**src/ubp_pkg.sv**
```systemverilog
// constants, types and register map of the serial port block
// assumes a single 100 MHz clock and register access over APB
package ubp_pkg;

  // ----------------------------------------------------------------
  // register indices (byte address = index * 4)
  // ----------------------------------------------------------------
  localparam int          ADDR_W         = 12;
  localparam logic [9:0]  IDX_PORT0      = 10'h080;
  localparam logic [9:0]  IDX_POWER      = 10'h087;
  localparam logic [9:0]  IDX_CTRL       = 10'h098;
  localparam logic [9:0]  IDX_DATA       = 10'h099;
  localparam logic [9:0]  IDX_IRQ_EN     = 10'h0A8;
  localparam logic [9:0]  IDX_RELOAD_LO  = 10'h0AA;
  localparam logic [9:0]  IDX_RELOAD_HI  = 10'h0BA;
  localparam logic [9:0]  IDX_CTRL2      = 10'h0D8;
  localparam logic [9:0]  IDX_OPEN_DRAIN = 10'h0E4;
  localparam logic [9:0]  IDX_DIRECTION  = 10'h0F9;
  localparam logic [9:0]  IDX_STATUS     = 10'h100;
  localparam logic [9:0]  IDX_MASK       = 10'h101;

  // ----------------------------------------------------------------
  // field positions
  // ----------------------------------------------------------------
  localparam int BIT_BAUD_DOUBLE = 7;
  localparam int BIT_GLOBAL_IE   = 7;
  localparam int BIT_SERIAL_IE   = 4;
  localparam int BIT_RX_OD       = 4;
  localparam int BIT_TX_OD       = 3;
  localparam int BIT_RX_PIN      = 6;
  localparam int BIT_TX_PIN      = 5;
  localparam int BIT_MODE_LO     = 6;
  localparam int BIT_RX_EN       = 4;
  localparam int BIT_TB8         = 3;
  localparam int BIT_RB8         = 2;
  localparam int BIT_TX_DONE     = 1;
  localparam int BIT_RX_DONE     = 0;
  localparam int BIT_BAUD_SRC    = 7;

  // ----------------------------------------------------------------
  // reset values
  // ----------------------------------------------------------------
  localparam logic [7:0] RST_BYTE = 8'h00;
  localparam logic [1:0] RST_MASK = 2'h3;

  // ----------------------------------------------------------------
  // timing
  // ----------------------------------------------------------------
  localparam int CLK_HZ       = 100_000_000;
  localparam int OVS          = 4;    // ticks per bit
  localparam int MODE0_DIV    = 12;
  localparam int MODE2_DIV    = 64;
  localparam int RELOAD_MUL   = 64;
  localparam int RELOAD_SPAN  = 1024;
  localparam int T1_DIV       = 32;
  localparam int PERIOD_W     = 16;
  localparam int MID_PHASE    = 1;    // tick index at bit centre

  // ----------------------------------------------------------------
  // types
  // ----------------------------------------------------------------
  typedef enum logic [1:0] {MODE0, MODE1, MODE2, MODE3} ubp_mode_e;
  typedef enum logic [1:0] {TX_IDLE, TX_START, TX_DATA, TX_STOP} ubp_tx_state_e;
  typedef enum logic [1:0] {RX_IDLE, RX_START, RX_DATA, RX_STOP} ubp_rx_state_e;

  typedef struct packed {
    logic o;   // level driven when enabled
    logic oe;  // high while driving
  } ubp_pin_s;

endpackage

```
**src/ubp_baud_gen.sv**
```systemverilog
// tick divider for one serial direction
// assumes src_en is a one-cycle pulse in the pclk domain
`timescale 1ns/1ps
module ubp_baud_gen #(
  parameter int W = ubp_pkg::PERIOD_W
) (
  input  wire logic         pclk,     // clock
  input  wire logic         presetn,  // async reset, low
  input  wire logic         restart,  // realign count
  input  wire logic         src_en,   // source pulse
  input  wire logic [W-1:0] period,   // pulses per tick
  output logic              tick      // one-cycle tick
);

  if (W < 2) begin : g_chk
    $error("ubp_baud_gen: W too small");
  end

  logic [W-1:0] cnt_q;
  logic         last;

  assign last = (cnt_q >= period - W'(1));
  assign tick = src_en & last & ~restart;

  always_ff @(posedge pclk or negedge presetn) begin
    if (!presetn) begin
      cnt_q <= '0;
    end else if (restart) begin
      cnt_q <= '0;
    end else if (src_en) begin
      cnt_q <= last ? '0 : cnt_q + W'(1);
    end
  end

endmodule

```
**src/ubp_serial_port.sv**
```systemverilog
// serial port: apb registers, baud timing, transmitter, receiver, pins
// assumes pin inputs are synchronous to pclk; t1_overflow is a pulse
`timescale 1ns/1ps
module ubp_serial_port (
  input  wire logic                        pclk,         // 100 MHz clock
  input  wire logic                        presetn,      // async reset, low
  input  wire logic                        psel,         // apb select
  input  wire logic                        penable,      // apb enable
  input  wire logic                        pwrite,       // apb direction
  input  wire logic [ubp_pkg::ADDR_W-1:0]  paddr,        // apb byte address
  input  wire logic [31:0]                 pwdata,       // apb write data
  output logic      [31:0]                 prdata,       // apb read data
  output logic                             pready,       // apb ready
  output logic                             pslverr,      // apb error
  input  wire logic                        t1_overflow,  // timer source pulse
  input  wire logic                        tx_pin_i,     // transmit pin level
  output ubp_pkg::ubp_pin_s                tx_pin,       // transmit pin drive
  input  wire logic                        rx_pin_i,     // receive pin level
  output ubp_pkg::ubp_pin_s                rx_pin,       // receive pin drive
  output logic                             irq           // serial interrupt
);

  // ----------------------------------------------------------------
  // register bus decode
  // ----------------------------------------------------------------
  logic [9:0] idx;
  logic       setup;
  logic       wr;
  logic       mapped;

  assign idx    = paddr[ubp_pkg::ADDR_W-1:2];
  assign setup  = psel & ~penable;
  assign wr     = psel & penable & pwrite & mapped;
  assign pready = 1'b1;

  always_comb begin
    case (idx)
      ubp_pkg::IDX_PORT0, ubp_pkg::IDX_POWER, ubp_pkg::IDX_CTRL,
      ubp_pkg::IDX_DATA, ubp_pkg::IDX_IRQ_EN, ubp_pkg::IDX_RELOAD_LO,
      ubp_pkg::IDX_RELOAD_HI, ubp_pkg::IDX_CTRL2, ubp_pkg::IDX_OPEN_DRAIN,
      ubp_pkg::IDX_DIRECTION, ubp_pkg::IDX_STATUS, ubp_pkg::IDX_MASK: mapped = 1'b1;
      default: mapped = 1'b0;
    endcase
  end

  assign pslverr = psel & penable & ~mapped;

  // ----------------------------------------------------------------
  // control registers
  // ----------------------------------------------------------------
  logic [7:0] port0_latch_q;
  logic [7:0] power_q;
  logic [7:0] ctrl_q;
  logic [7:0] irq_en_q;
  logic [7:0] reload_lo_q;
  logic [1:0] reload_hi_q;
  logic       baud_src_q;
  logic [7:0] open_drain_q;
  logic [7:0] direction_q;
  logic [1:0] mask_q;
  logic [7:0] wbyte;

  assign wbyte = pwdata[7:0];

  always_ff @(posedge pclk or negedge presetn) begin
    if (!presetn) begin
      port0_latch_q <= ubp_pkg::RST_BYTE;
      power_q       <= ubp_pkg::RST_BYTE;
      ctrl_q        <= ubp_pkg::RST_BYTE;
      irq_en_q      <= ubp_pkg::RST_BYTE;
      reload_lo_q   <= ubp_pkg::RST_BYTE;
      reload_hi_q   <= ubp_pkg::RST_BYTE[1:0];
      baud_src_q    <= 1'b0;
      open_drain_q  <= ubp_pkg::RST_BYTE;
      direction_q   <= ubp_pkg::RST_BYTE;
      mask_q        <= ubp_pkg::RST_MASK;
    end else if (wr) begin
      case (idx)
        ubp_pkg::IDX_PORT0:      port0_latch_q <= wbyte;
        ubp_pkg::IDX_POWER:      power_q       <= wbyte;
        ubp_pkg::IDX_CTRL:       ctrl_q        <= wbyte;
        ubp_pkg::IDX_IRQ_EN:     irq_en_q      <= wbyte;
        ubp_pkg::IDX_RELOAD_LO:  reload_lo_q   <= wbyte;
        ubp_pkg::IDX_RELOAD_HI:  reload_hi_q   <= wbyte[1:0];
        ubp_pkg::IDX_CTRL2:      baud_src_q    <= wbyte[ubp_pkg::BIT_BAUD_SRC];
        ubp_pkg::IDX_OPEN_DRAIN: open_drain_q  <= wbyte;
        ubp_pkg::IDX_DIRECTION:  direction_q   <= wbyte;
        ubp_pkg::IDX_MASK:       mask_q        <= wbyte[1:0];
        default: ;
      endcase
    end
  end

  ubp_pkg::ubp_mode_e serial_mode_field;
  logic               baud_double;
  logic [9:0]         baud_reload_value;
  logic               rx_enable;

  assign serial_mode_field = ubp_pkg::ubp_mode_e'(ctrl_q[ubp_pkg::BIT_MODE_LO +: 2]);
  assign baud_double       = power_q[ubp_pkg::BIT_BAUD_DOUBLE];
  assign baud_reload_value = {reload_hi_q, reload_lo_q};

  assign rx_enable = ctrl_q[ubp_pkg::BIT_RX_EN] & ~open_drain_q[ubp_pkg::BIT_RX_OD];

  // ----------------------------------------------------------------
  // baud timing: cycles (or timer pulses) per quarter bit
  // ----------------------------------------------------------------
  logic [ubp_pkg::PERIOD_W-1:0] period;
  logic [10:0]                  span;
  logic                         src_en;

  assign span = 11'(ubp_pkg::RELOAD_SPAN) - {1'b0, baud_reload_value};

  always_comb begin
    src_en = 1'b1;
    case (serial_mode_field)
      ubp_pkg::MODE0: period = 16'(ubp_pkg::MODE0_DIV / ubp_pkg::OVS);
      ubp_pkg::MODE2: period = 16'(ubp_pkg::MODE2_DIV / ubp_pkg::OVS) >> baud_double;
      default: begin
        if (baud_src_q) begin
          // 64 * (1024 - reload) cycles per bit, halved when doubled
          period = (16'(ubp_pkg::RELOAD_MUL / ubp_pkg::OVS) * {5'h00, span}) >> baud_double;
        end else begin
          src_en = t1_overflow;
          period = 16'(ubp_pkg::T1_DIV / ubp_pkg::OVS) >> baud_double;
        end
      end
    endcase
  end

  // ----------------------------------------------------------------
  // transmitter
  // ----------------------------------------------------------------
  ubp_pkg::ubp_tx_state_e tx_state_q;
  logic [8:0]             tx_shift_q;
  logic [3:0]             tx_count_q;
  logic [1:0]             tx_phase_q;
  logic                   tx_tick;
  logic                   tx_load;
  logic                   tx_bit_end;
  logic                   tx_done_set;
  logic [3:0]             frame_bits;

  assign tx_load    = wr & (idx == ubp_pkg::IDX_DATA);
  assign tx_bit_end = tx_tick & (tx_phase_q == 2'(ubp_pkg::OVS - 1));
  assign frame_bits = serial_mode_field[1] ? 4'h9 : 4'h8;

  ubp_baud_gen #(
    .W(ubp_pkg::PERIOD_W)
  ) u_tx_baud (
    .pclk    (pclk),
    .presetn (presetn),
    .restart (tx_load),
    .src_en  (src_en),
    .period  (period),
    .tick    (tx_tick)
  );

  always_ff @(posedge pclk or negedge presetn) begin
    if (!presetn) begin
      tx_phase_q <= 2'h0;
    end else if (tx_load) begin
      tx_phase_q <= 2'h0;
    end else if (tx_tick) begin
      tx_phase_q <= tx_phase_q + 2'h1;
    end
  end

  always_ff @(posedge pclk or negedge presetn) begin
    if (!presetn) begin
      tx_state_q <= ubp_pkg::TX_IDLE;
      tx_shift_q <= 9'h000;
      tx_count_q <= 4'h0;
    end else if (tx_load) begin
      tx_state_q <= ubp_pkg::TX_START;
      tx_shift_q <= {ctrl_q[ubp_pkg::BIT_TB8], wbyte};
      tx_count_q <= 4'h0;
    end else if (tx_bit_end) begin
      case (tx_state_q)
        ubp_pkg::TX_START: tx_state_q <= ubp_pkg::TX_DATA;
        ubp_pkg::TX_DATA: begin
          tx_shift_q <= {1'b0, tx_shift_q[8:1]};
          tx_count_q <= tx_count_q + 4'h1;
          if (tx_count_q == frame_bits - 4'h1) begin
            tx_state_q <= ubp_pkg::TX_STOP;
          end
        end
        ubp_pkg::TX_STOP:  tx_state_q <= ubp_pkg::TX_IDLE;
        default:           tx_state_q <= ubp_pkg::TX_IDLE;
      endcase
    end
  end

  // done at start of stop bit
  assign tx_done_set = tx_bit_end & (tx_state_q == ubp_pkg::TX_DATA) &
                       (tx_count_q == frame_bits - 4'h1);

  // low start, data, high stop, idle high
  logic serial_tx_line;
  always_comb begin
    case (tx_state_q)
      ubp_pkg::TX_START: serial_tx_line = 1'b0;
      ubp_pkg::TX_DATA:  serial_tx_line = tx_shift_q[0];
      default:           serial_tx_line = 1'b1;
    endcase
  end

  // ----------------------------------------------------------------
  // receiver
  // ----------------------------------------------------------------
  ubp_pkg::ubp_rx_state_e rx_state_q;
  logic [8:0]             rx_shift_q;
  logic [3:0]             rx_count_q;
  logic [1:0]             rx_phase_q;
  logic [7:0]             rx_buf_q;
  logic                   rx_b8_q;
  logic                   rx_prev_q;
  logic                   rx_tick;
  logic                   rx_start;
  logic                   rx_mid;
  logic                   rx_done_set;

  assign rx_start = rx_enable & (rx_state_q == ubp_pkg::RX_IDLE) & rx_prev_q & ~rx_pin_i;
  assign rx_mid   = rx_tick & (rx_phase_q == 2'(ubp_pkg::MID_PHASE));

  ubp_baud_gen #(
    .W(ubp_pkg::PERIOD_W)
  ) u_rx_baud (
    .pclk    (pclk),
    .presetn (presetn),
    .restart (rx_start),
    .src_en  (src_en),
    .period  (period),
    .tick    (rx_tick)
  );

  always_ff @(posedge pclk or negedge presetn) begin
    if (!presetn) begin
      rx_prev_q  <= 1'b1;
      rx_phase_q <= 2'h0;
    end else begin
      rx_prev_q <= rx_pin_i;
      if (rx_start) begin
        rx_phase_q <= 2'h0;
      end else if (rx_tick) begin
        rx_phase_q <= rx_phase_q + 2'h1;
      end
    end
  end

  always_ff @(posedge pclk or negedge presetn) begin
    if (!presetn) begin
      rx_state_q <= ubp_pkg::RX_IDLE;
      rx_shift_q <= 9'h000;
      rx_count_q <= 4'h0;
    end else if (!rx_enable) begin
      rx_state_q <= ubp_pkg::RX_IDLE;
    end else if (rx_start) begin
      rx_state_q <= ubp_pkg::RX_START;
      rx_count_q <= 4'h0;
    end else if (rx_mid) begin
      case (rx_state_q)
        ubp_pkg::RX_START: rx_state_q <= rx_pin_i ? ubp_pkg::RX_IDLE : ubp_pkg::RX_DATA;
        ubp_pkg::RX_DATA: begin
          rx_shift_q <= frame_bits[0] ? {rx_pin_i, rx_shift_q[8:1]}
                                      : {1'b0, rx_pin_i, rx_shift_q[7:1]};
          rx_count_q <= rx_count_q + 4'h1;
          if (rx_count_q == frame_bits - 4'h1) begin
            rx_state_q <= ubp_pkg::RX_STOP;
          end
        end
        ubp_pkg::RX_STOP:  rx_state_q <= ubp_pkg::RX_IDLE;
        default:           rx_state_q <= ubp_pkg::RX_IDLE;
      endcase
    end
  end

  // done at middle of stop bit
  assign rx_done_set = rx_enable & rx_mid & (rx_state_q == ubp_pkg::RX_STOP);

  always_ff @(posedge pclk or negedge presetn) begin
    if (!presetn) begin
      rx_buf_q <= ubp_pkg::RST_BYTE;
      rx_b8_q  <= 1'b0;
    end else if (rx_done_set) begin
      rx_buf_q <= rx_shift_q[7:0];
      rx_b8_q  <= rx_shift_q[8];
    end
  end

  // ----------------------------------------------------------------
  // event flags and interrupt
  // ----------------------------------------------------------------
  logic [1:0] flags_q;
  logic [1:0] flags_clr;
  logic [1:0] flags_set;

  assign flags_set = {tx_done_set, rx_done_set};
  assign flags_clr = (wr & (idx == ubp_pkg::IDX_STATUS)) ? wbyte[1:0] : 2'h0;

  always_ff @(posedge pclk or negedge presetn) begin
    if (!presetn) begin
      flags_q <= 2'h0;
    end else begin
      // cleared only by software write of one; set wins
      flags_q <= (flags_q & ~flags_clr) | flags_set;
    end
  end

  assign irq = irq_en_q[ubp_pkg::BIT_GLOBAL_IE] & irq_en_q[ubp_pkg::BIT_SERIAL_IE] &
               (|(flags_q & mask_q));

  // ----------------------------------------------------------------
  // pins
  // ----------------------------------------------------------------
  logic tx_level;

  // line can only pull the latch level low
  assign tx_level  = port0_latch_q[ubp_pkg::BIT_TX_PIN] & serial_tx_line;
  assign tx_pin.o  = tx_level;
  assign tx_pin.oe = direction_q[ubp_pkg::BIT_TX_PIN] &
                     (~open_drain_q[ubp_pkg::BIT_TX_OD] | ~tx_level);
  assign rx_pin.o  = port0_latch_q[ubp_pkg::BIT_RX_PIN];
  assign rx_pin.oe = direction_q[ubp_pkg::BIT_RX_PIN] &
                     (~open_drain_q[ubp_pkg::BIT_RX_OD] | ~port0_latch_q[ubp_pkg::BIT_RX_PIN]);

  // ----------------------------------------------------------------
  // read data
  // ----------------------------------------------------------------
  logic [7:0] rbyte;

  always_comb begin
    rbyte = 8'h00;
    case (idx)
      ubp_pkg::IDX_PORT0: begin
        rbyte = port0_latch_q;
        rbyte[ubp_pkg::BIT_RX_PIN] = rx_pin_i;
        rbyte[ubp_pkg::BIT_TX_PIN] = tx_pin_i;
      end
      ubp_pkg::IDX_POWER:      rbyte = power_q;
      ubp_pkg::IDX_CTRL:       rbyte = {ctrl_q[7:3], rx_b8_q, flags_q};
      ubp_pkg::IDX_DATA:       rbyte = rx_buf_q;
      ubp_pkg::IDX_IRQ_EN:     rbyte = irq_en_q;
      ubp_pkg::IDX_RELOAD_LO:  rbyte = reload_lo_q;
      ubp_pkg::IDX_RELOAD_HI:  rbyte = {6'h00, reload_hi_q};
      ubp_pkg::IDX_CTRL2:      rbyte = {baud_src_q, 7'h00};
      ubp_pkg::IDX_OPEN_DRAIN: rbyte = open_drain_q;
      ubp_pkg::IDX_DIRECTION:  rbyte = direction_q;
      ubp_pkg::IDX_STATUS:     rbyte = {6'h00, flags_q};
      ubp_pkg::IDX_MASK:       rbyte = {6'h00, mask_q};
      default:                 rbyte = 8'h00;
    endcase
  end

  always_ff @(posedge pclk or negedge presetn) begin
    if (!presetn) begin
      prdata <= 32'h00000000;
    end else if (setup) begin
      prdata <= {24'h000000, rbyte};
    end
  end

endmodule

```
**config.mk**
```make
export PLATFORM = sky130hd
export DESIGN_NAME = ubp_serial_port
export DESIGN_NICKNAME = d
export VERILOG_FILES = /design/src/ubp_pkg.sv /design/src/ubp_baud_gen.sv /design/src/ubp_serial_port.sv
export SDC_FILE = /design/constraint.sdc
export NUM_CORES = 1
export LEC_CHECK = 0
export BUFFER_PORTS_ARGS = -buffer_cell sky130_fd_sc_hd__buf_4
export CAP_MARGIN = 20
export CORE_ASPECT_RATIO = 2
export CORE_MARGIN = 8
export CORE_UTILIZATION = 54
export CTS_BUF_LIST = sky130_fd_sc_hd__clkbuf_16
export DETAILED_ROUTE_END_ITERATION = 8
export GPL_TIMING_DRIVEN = 0
export MAX_ROUTING_LAYER = met4
export PLACE_DENSITY = 0.77
export SLEW_MARGIN = 40
export SYNTH_ARGS = -nofsm -noshare
export SYNTH_HDL_FRONTEND = slang
export SYNTH_SLANG_ARGS = --single-unit
```
**constraint.sdc**
```tcl
create_clock -name pclk -period 4.75 [get_ports pclk]
set_input_delay 0.7125 -clock pclk [delete_from_list [all_inputs] [get_ports pclk]]
set_output_delay 0.7125 -clock pclk [all_outputs]
set_load 0.05 [all_outputs]
```
==> flow_metrics.tcl, run 1 <==
set metrics [dict create \
    ir_drop_mv 0.3341 \
    n_antenna_cell 0 \
    syn-cell-area_um2 8746 \
    yosysWarningCount 0 \
    final_max_slew_viol_count 0 \
    worstSetupStartpointType "register" \
    max_slew_margin 0.4467 \
    synth_cell_types 79 \
    instances_no_fill 1207 \
    synth_ff_type "dfrtp_1" \
    min_period_ns 4.991 \
    cts_hold_buf 0 \
    cts_made_buffers 17 \
    final_cell_mix "dfrtp_1 (137), buf_4 (88), mux2_2 (65)" \
    final_common_cell "dfrtp_1" \
    grt_max_degree 76 \
    clkTransAtPathRegs_ns 0.07 \
    place_congestion 0.9135 \
    r2r-start "reload_lo_q[4]" \
    cp.arrival_ns 5.30 \
    place_ws_ns -0.7419 \
    port-buffer-count 35 \
    drc_errors 0 \
    hpwlAfterDp_mm 16.39 \
    power_mw 3.900 \
    ios 91 \
    crit_required_ns 5.06 \
    drtAntennaViolNets 0 \
    seq_area_frac_synth 0.4124 \
    grt_pass1_vias 7792 \
    drt-total-wl_mm 25.07 \
    cts_max_level 4 \
    leakage_nw 5.105 \
    wl_per_cell_um 20.77 \
    setup_slack_ns -0.2408 \
    fin_worst_skew_ns 0.01461 \
    place_inst 1142 \
    drtPass1Iterations 7 \
    setup_viol 59 \
    violations "setup timing" \
    drive_gt1_frac 0.3111 \
    cts.sinks 144 \
    first_iter_violations 693 \
    yosys.area.top_type "dfrtp_1" \
    synth_cells 877 \
    path_max_fanout 6 \
    via_count 7697 \
    power_density_nw_per_um2 358.0 \
    max_slew.worst_pin.slew_ns 0.8254 \
    antenna_found_initial 0 \
    cts_tree "done" \
    ctsLongestPathBuffers 2 \
    end_kind "register" \
    start_util 0.5431 \
    yosysTopAreaCellShare 0.4034 \
    insertion_delay_ns 0.43 \
    grt_usage 0.2451 \
    async_flop_share 1.000 \
    dieArea_um2 20770 \
    cap_violations 0 \
    die_w_um 106.0 \
    period_share 1.051 \
    ys_ff_latch 144 \
    rsz0062_at_grt "yes" \
    r2r_end "rx_buf_q[6]" \
    r2r_cells 18 \
    ff2ff_setup_slack_ns -0.24 \
    final_hold_viol_count 0 \
    fmax_mhz 200.4 \
    viasPerCell 6.377 \
    layout.nets 1079 \
    dieHeight_um 196.0 \
    fillers 1158 \
    synth_area_leaders "dfrtp_1 (40%), mux2_2 (8.6%), ha_1 (5.3%)" \
    rows 66 \
    gr-total-overflow 0 \
    clock-root-buffer "clkbuf_16" \
    holdWs_ns 0.2514 \
    syn_area_per_cell_um2 9.973 \
    hold_class "input port to async pin" \
    path_class "register to register" \
    grt_pass1_wl_mm 40.02 \
    core_area_um2 16100 \
    synth_edf_count 0 \
    outcome "finished, violations left" \
    syn2layout_area_growth_pct 24.56 \
]
worst max-delay path, stage by stage, from the launching register on:
cell	delay, ns
dfrtp_2	0.44
or4_4	0.63
or4_4	0.55
and4_4	0.23
nor3_4	0.22
xnor2_1	0.10
a21oi_1	0.20
nand2_1	0.14
buf_6	0.15
ha_4	0.26
and3_4	0.22
nand2_4	0.08
o31ai_4	0.34
a211oi_2	0.09
nor3_4	0.31
and3_4	0.25
and3_4	0.23
buf_12	0.13
mux2_4	0.30
cell families (layout without fill, tap and decap cells):
logic type / Yosys count / after routing / synth area share
other cells: 2 / 25 / 0.0008587
xor+xnor: 24 / 24 / 0.02403
fa+ha+maj: 38 / 38 / 0.05408
buf+inv: 82 / 184 / 0.04921
simple gates: 303 / 303 / 0.1837
compound gates: 196 / 197 / 0.1602
flops: 144 / 144 / 0.4124
mux: 88 / 88 / 0.1155
layer usage:
metal	GRT usage	part of all wire	vias to the layer above
met5	-	0	-
met4	0.1034	0.032	0
met3	0.04009	0.060	80
met2	0.4178	0.53	352
met1	0.2769	0.38	3813
li1	-	-	3452
synth_stat cells (4+ instances only):
library cell / number
a211o_1: 5
a211oi_1: 5
a21o_1: 16
a21oi_1: 34
a221oi_1: 4
a222oi_1: 13
a22oi_1: 9
a31oi_1: 9
and2_1: 6
and3_1: 23
and4_1: 4
buf_2: 5
buf_4: 27
clkbuf_1: 26
dfrtp_1: 141
ha_1: 37
inv_1: 20
mux2_2: 67
mux2_4: 9
mux2i_1: 12
nand2_1: 61
nand2b_1: 15
nand3_1: 35
nand3b_1: 7
nand4_1: 9
nor2_1: 62
nor2b_1: 11
nor3_1: 20
nor3b_1: 11
nor4_1: 7
o2111ai_1: 4
o211ai_1: 7
o21a_1: 4
o21ai_0: 42
o31ai_1: 5
or2_2: 6
or3_1: 7
or4_1: 5
xnor2_1: 14
xor2_1: 10
cell type report:
class | count | area, um^2 | share of cell area
Inverter | 20 | 75.07 | 0.006891
Clock buffer | 17 | 425.4 | 0.03905
Sequential cell | 144 | 3612 | 0.3316
Multi-Input combinational cell | 675 | 5281 | 0.4848
Buffer | 55 | 372.9 | 0.03423
Timing Repair Buffer | 77 | 686.9 | 0.06305
Clock inverter | 15 | 185.2 | 0.01700
Tap cell | 204 | 255.2 | 0.02343
registers in the layout, summed over array words and instances (netlist names), 5 cells and up:
signal and flops:
reload_lo_q 8, ctrl_q 5, power_q 8, irq_en_q 8, rx_shift_q 9, rx_buf_q 8, u_rx_baud.cnt_q 16, port0_latch_q 8
direction_q 8, open_drain_q 8, tx_shift_q 9, prdata 8, u_tx_baud.cnt_q 16
per-stage QoR:
stage,area [um^2],util,TNS (ns)
final,10890,0.6765,-6.507
after global routing,10890,0.6765,-13.19
after CTS,10590,0.6575,-1.436
after detailed placement,9494,0.5896,-41.18
after global placement,9408,0.5842,-32.13
after floorplan,8890,-,0
power breakdown:
part | switching, mW | internal [mW] | total [mW]
clock network | 0.648 | 0.718 | 1.37
registers | 0.0702 | 1.29 | 1.36
logic | 0.624 | 0.546 | 1.17
timing repair:
action	in CTS	in global routing
setup endpoints to repair	77	77
pin swaps	51	35
resized for setup	61	54
setup buffers	24	11
cloned	3	2
worst max path at each step:
stage                    from                  end  cells after the start
2_1_floorplan  reload_lo_q[2]        tx_shift_q[3]                     23
3_3_place_gp   reload_lo_q[4]  u_rx_baud.cnt_q[15]                     22
3_5_place_dp   reload_lo_q[4]  u_rx_baud.cnt_q[15]                     22
4_1_cts        reload_lo_q[2]  u_tx_baud.cnt_q[15]                     20
5_1_grt        reload_lo_q[5]  u_rx_baud.cnt_q[15]                     19
6_report       reload_lo_q[4]          rx_buf_q[6]                     18
No activity file was read; power rests on OpenSTA's default activity.
==> run 2, diff against run 1 <==
REMOVE_ABC_BUFFERS = 1   (was unset)
==> run 2 against run 1 <==
The run still ends with setup timing left; worst setup slack better by 0.17 ns; via count decreased by 3.8%; largest power group is now sequential cells; wire length fell by 4.3%; die area is the same; utilization shrank 3.0 points; clock skew is 0.0040 ns lower; clock power is 3% lower; clock-buffer cell count unchanged; combinational power decreased by 25%; largest cell class unchanged.
==> flow_metrics.tcl, run 2 (synthesis results as in run 1) <==
set metrics [dict create \
    grt_usage 0.2347 \
    setup_slack_ns -0.06858 \
    syn2layout_area_growth_pct 19.01 \
    gr-total-overflow 0 \
    drtPass1Iterations 5 \
    end_kind "register" \
    outcome "finished, violations left" \
    grt_max_degree 80 \
    final_cell_mix "dfrtp_1 (133), buf_4 (70), mux2_2 (66)" \
    rsz0062_at_grt "yes" \
    cpMostUsedCell "a211o_1" \
    port-buffer-count 39 \
    hold_class "input port to async pin" \
    fmax_mhz 207.5 \
    path_class "register to register" \
    ff2ff_setup_slack_ns -0.07 \
    final_max_slew_viol_count 0 \
    place_ws_ns -1.021 \
    dieArea_um2 20770 \
    top_regs "u_rx_baud.cnt_q: 16 flops, u_tx_baud.cnt_q: 16 flops" \
    final_common_cell "dfrtp_1" \
    drc_errors 0 \
    setup_viol 23 \
    power_density_nw_per_um2 343.3 \
    cp.arrival_ns 5.10 \
    cts_hold_buf 0 \
    insertion_delay_ns 0.43 \
    cts_made_buffers 17 \
    grt_pass1_vias 7418 \
    max_slew.worst_pin.slew_ns 0.8144 \
    place_inst 1085 \
    final_util 0.6464 \
    layout.nets 1028 \
    dieHeight_um 196.0 \
    crit_chain "or3_1, o211ai_1, o211a_1, and4_4, nand2b_4, nor2_2, a21boi_2, a211oi_2, a21oi_2, nand2_2, ha_4, a211o_1, a211o_1, a31o_4, a211oi_4, nor4_4, a31oi_4, a21boi_4, buf_12, mux2i_1, a21oi_1" \
    via_count 7403 \
    cp_slowest_cell "dfrtp_1" \
    fin_worst_skew_ns 0.01058 \
    ir_drop_mv 0.3316 \
    die_w_um 106.0 \
    path_max_fanout 8 \
    worstSetupStartpointType "register" \
    slowest_delay_ns 0.48 \
    clkTransAtPathRegs_ns 0.06 \
    ctsLongestPathBuffers 2 \
    instances_no_fill 1156 \
    cap_violations 0 \
    start_util 0.5431 \
    core_area_um2 16100 \
    drive_gt1_frac 0.2826 \
    setup_tns_ns -0.3517 \
    grt_pass1_wl_mm 38.45 \
    place_congestion 0.9342 \
    clock-root-buffer "clkbuf_16" \
    wl_per_cell_um 20.76 \
    period_share 1.014 \
    drt-total-wl_mm 24.00 \
    violations "setup timing" \
    n_antenna_cell 0 \
    final_hold_viol_count 0 \
    cts_max_level 4 \
    rows 66 \
    ios 91 \
    crit_required_ns 5.03 \
    viasPerCell 6.404 \
    max_slew_margin 0.4541 \
    hpwlAfterDp_mm 15.54 \
    cts.sinks 144 \
    antenna_found_initial 0 \
    cts_tree "done" \
    first_iter_violations 685 \
    leakage_nw 4.829 \
    min_period_ns 4.819 \
    drtAntennaViolNets 0 \
]
-- run 2: layout make-up --
class                           count  area [um^2]
Timing Repair Buffer               79        636.9
Inverter                           20        78.83
Multi-Input combinational cell    677         5239
Fill cell                        1185         5694
Clock inverter                     15        153.9
Sequential cell                   144         3620
Tap cell                          204        255.2
Clock buffer                       17        425.4
-- run 2: routing by layer --
| metal | GRT usage | up-vias | wire length (um) | share of wire |
|---|---|---|---|---|
| li1 | - | 3348 | - | - |
| met1 | 0.2862 | 3665 | 9754 | 0.41 |
| met2 | 0.3802 | 315 | 12210 | 0.51 |
| met3 | 0.03878 | 75 | 1378 | 0.057 |
| met4 | 0.08976 | 0 | 660 | 0.027 |
| met5 | - | - | 0 | 0 |
-- run 2: critical path: cells and delay by family, from the launching register on --
kind	cells	cell delay [ns]
DFF	1	0.48
muxes	1	0.17
and+or+nand+nor	6	1.15
adders and majority gates	1	0.22
AOI/OAI and AO/OA	12	2.48
buffers and inverters	1	0.15
-- run 2: report_power, final --
group / total [mW] / internal [mW] / leakage (nW) / switching [mW]
logic: 0.879 / 0.354 / 2.60 / 0.525
registers: 1.36 / 1.29 / 1.95 / 0.0673
clock network: 1.33 / 0.740 / 0.286 / 0.592
total: 3.57 / 2.39 / 4.83 / 1.18
-- run 2: final timing paths --
kind | start | endpoint | depth (start not counted)
setup / recovery | reload_lo_q[3] | tx_shift_q[7] | 21
hold / removal | presetn | u_rx_baud.cnt_q[2] | 1
hold reg to reg | prdata[6] | prdata[6] | 1
setup reg to reg | reload_lo_q[3] | tx_shift_q[7] | 21
min in group pclk | rx_pin_i | rx_prev_q | 1
max in group asynchronous | presetn | mask_q[1] | 2
-- run 2: metrics by stage --
step / cell area, um^2 / hold slack (ns) / power (mW)
after floorplan: 8477 / 0.4169 / 1.896
after global placement: 9025 / 0.4678 / 2.058
after detailed placement: 9133 / 0.4747 / 2.101
after CTS: 10180 / 0.2582 / 3.497
after global routing: 10410 / 0.2788 / 3.741
final: 10410 / 0.2378 / 3.574
-- run 2: repair_timing --
item	CTS	global route
resized for setup	56	32
cloned	3	0
setup endpoints to repair	77	76
setup buffers	23	14
pin swaps	30	48
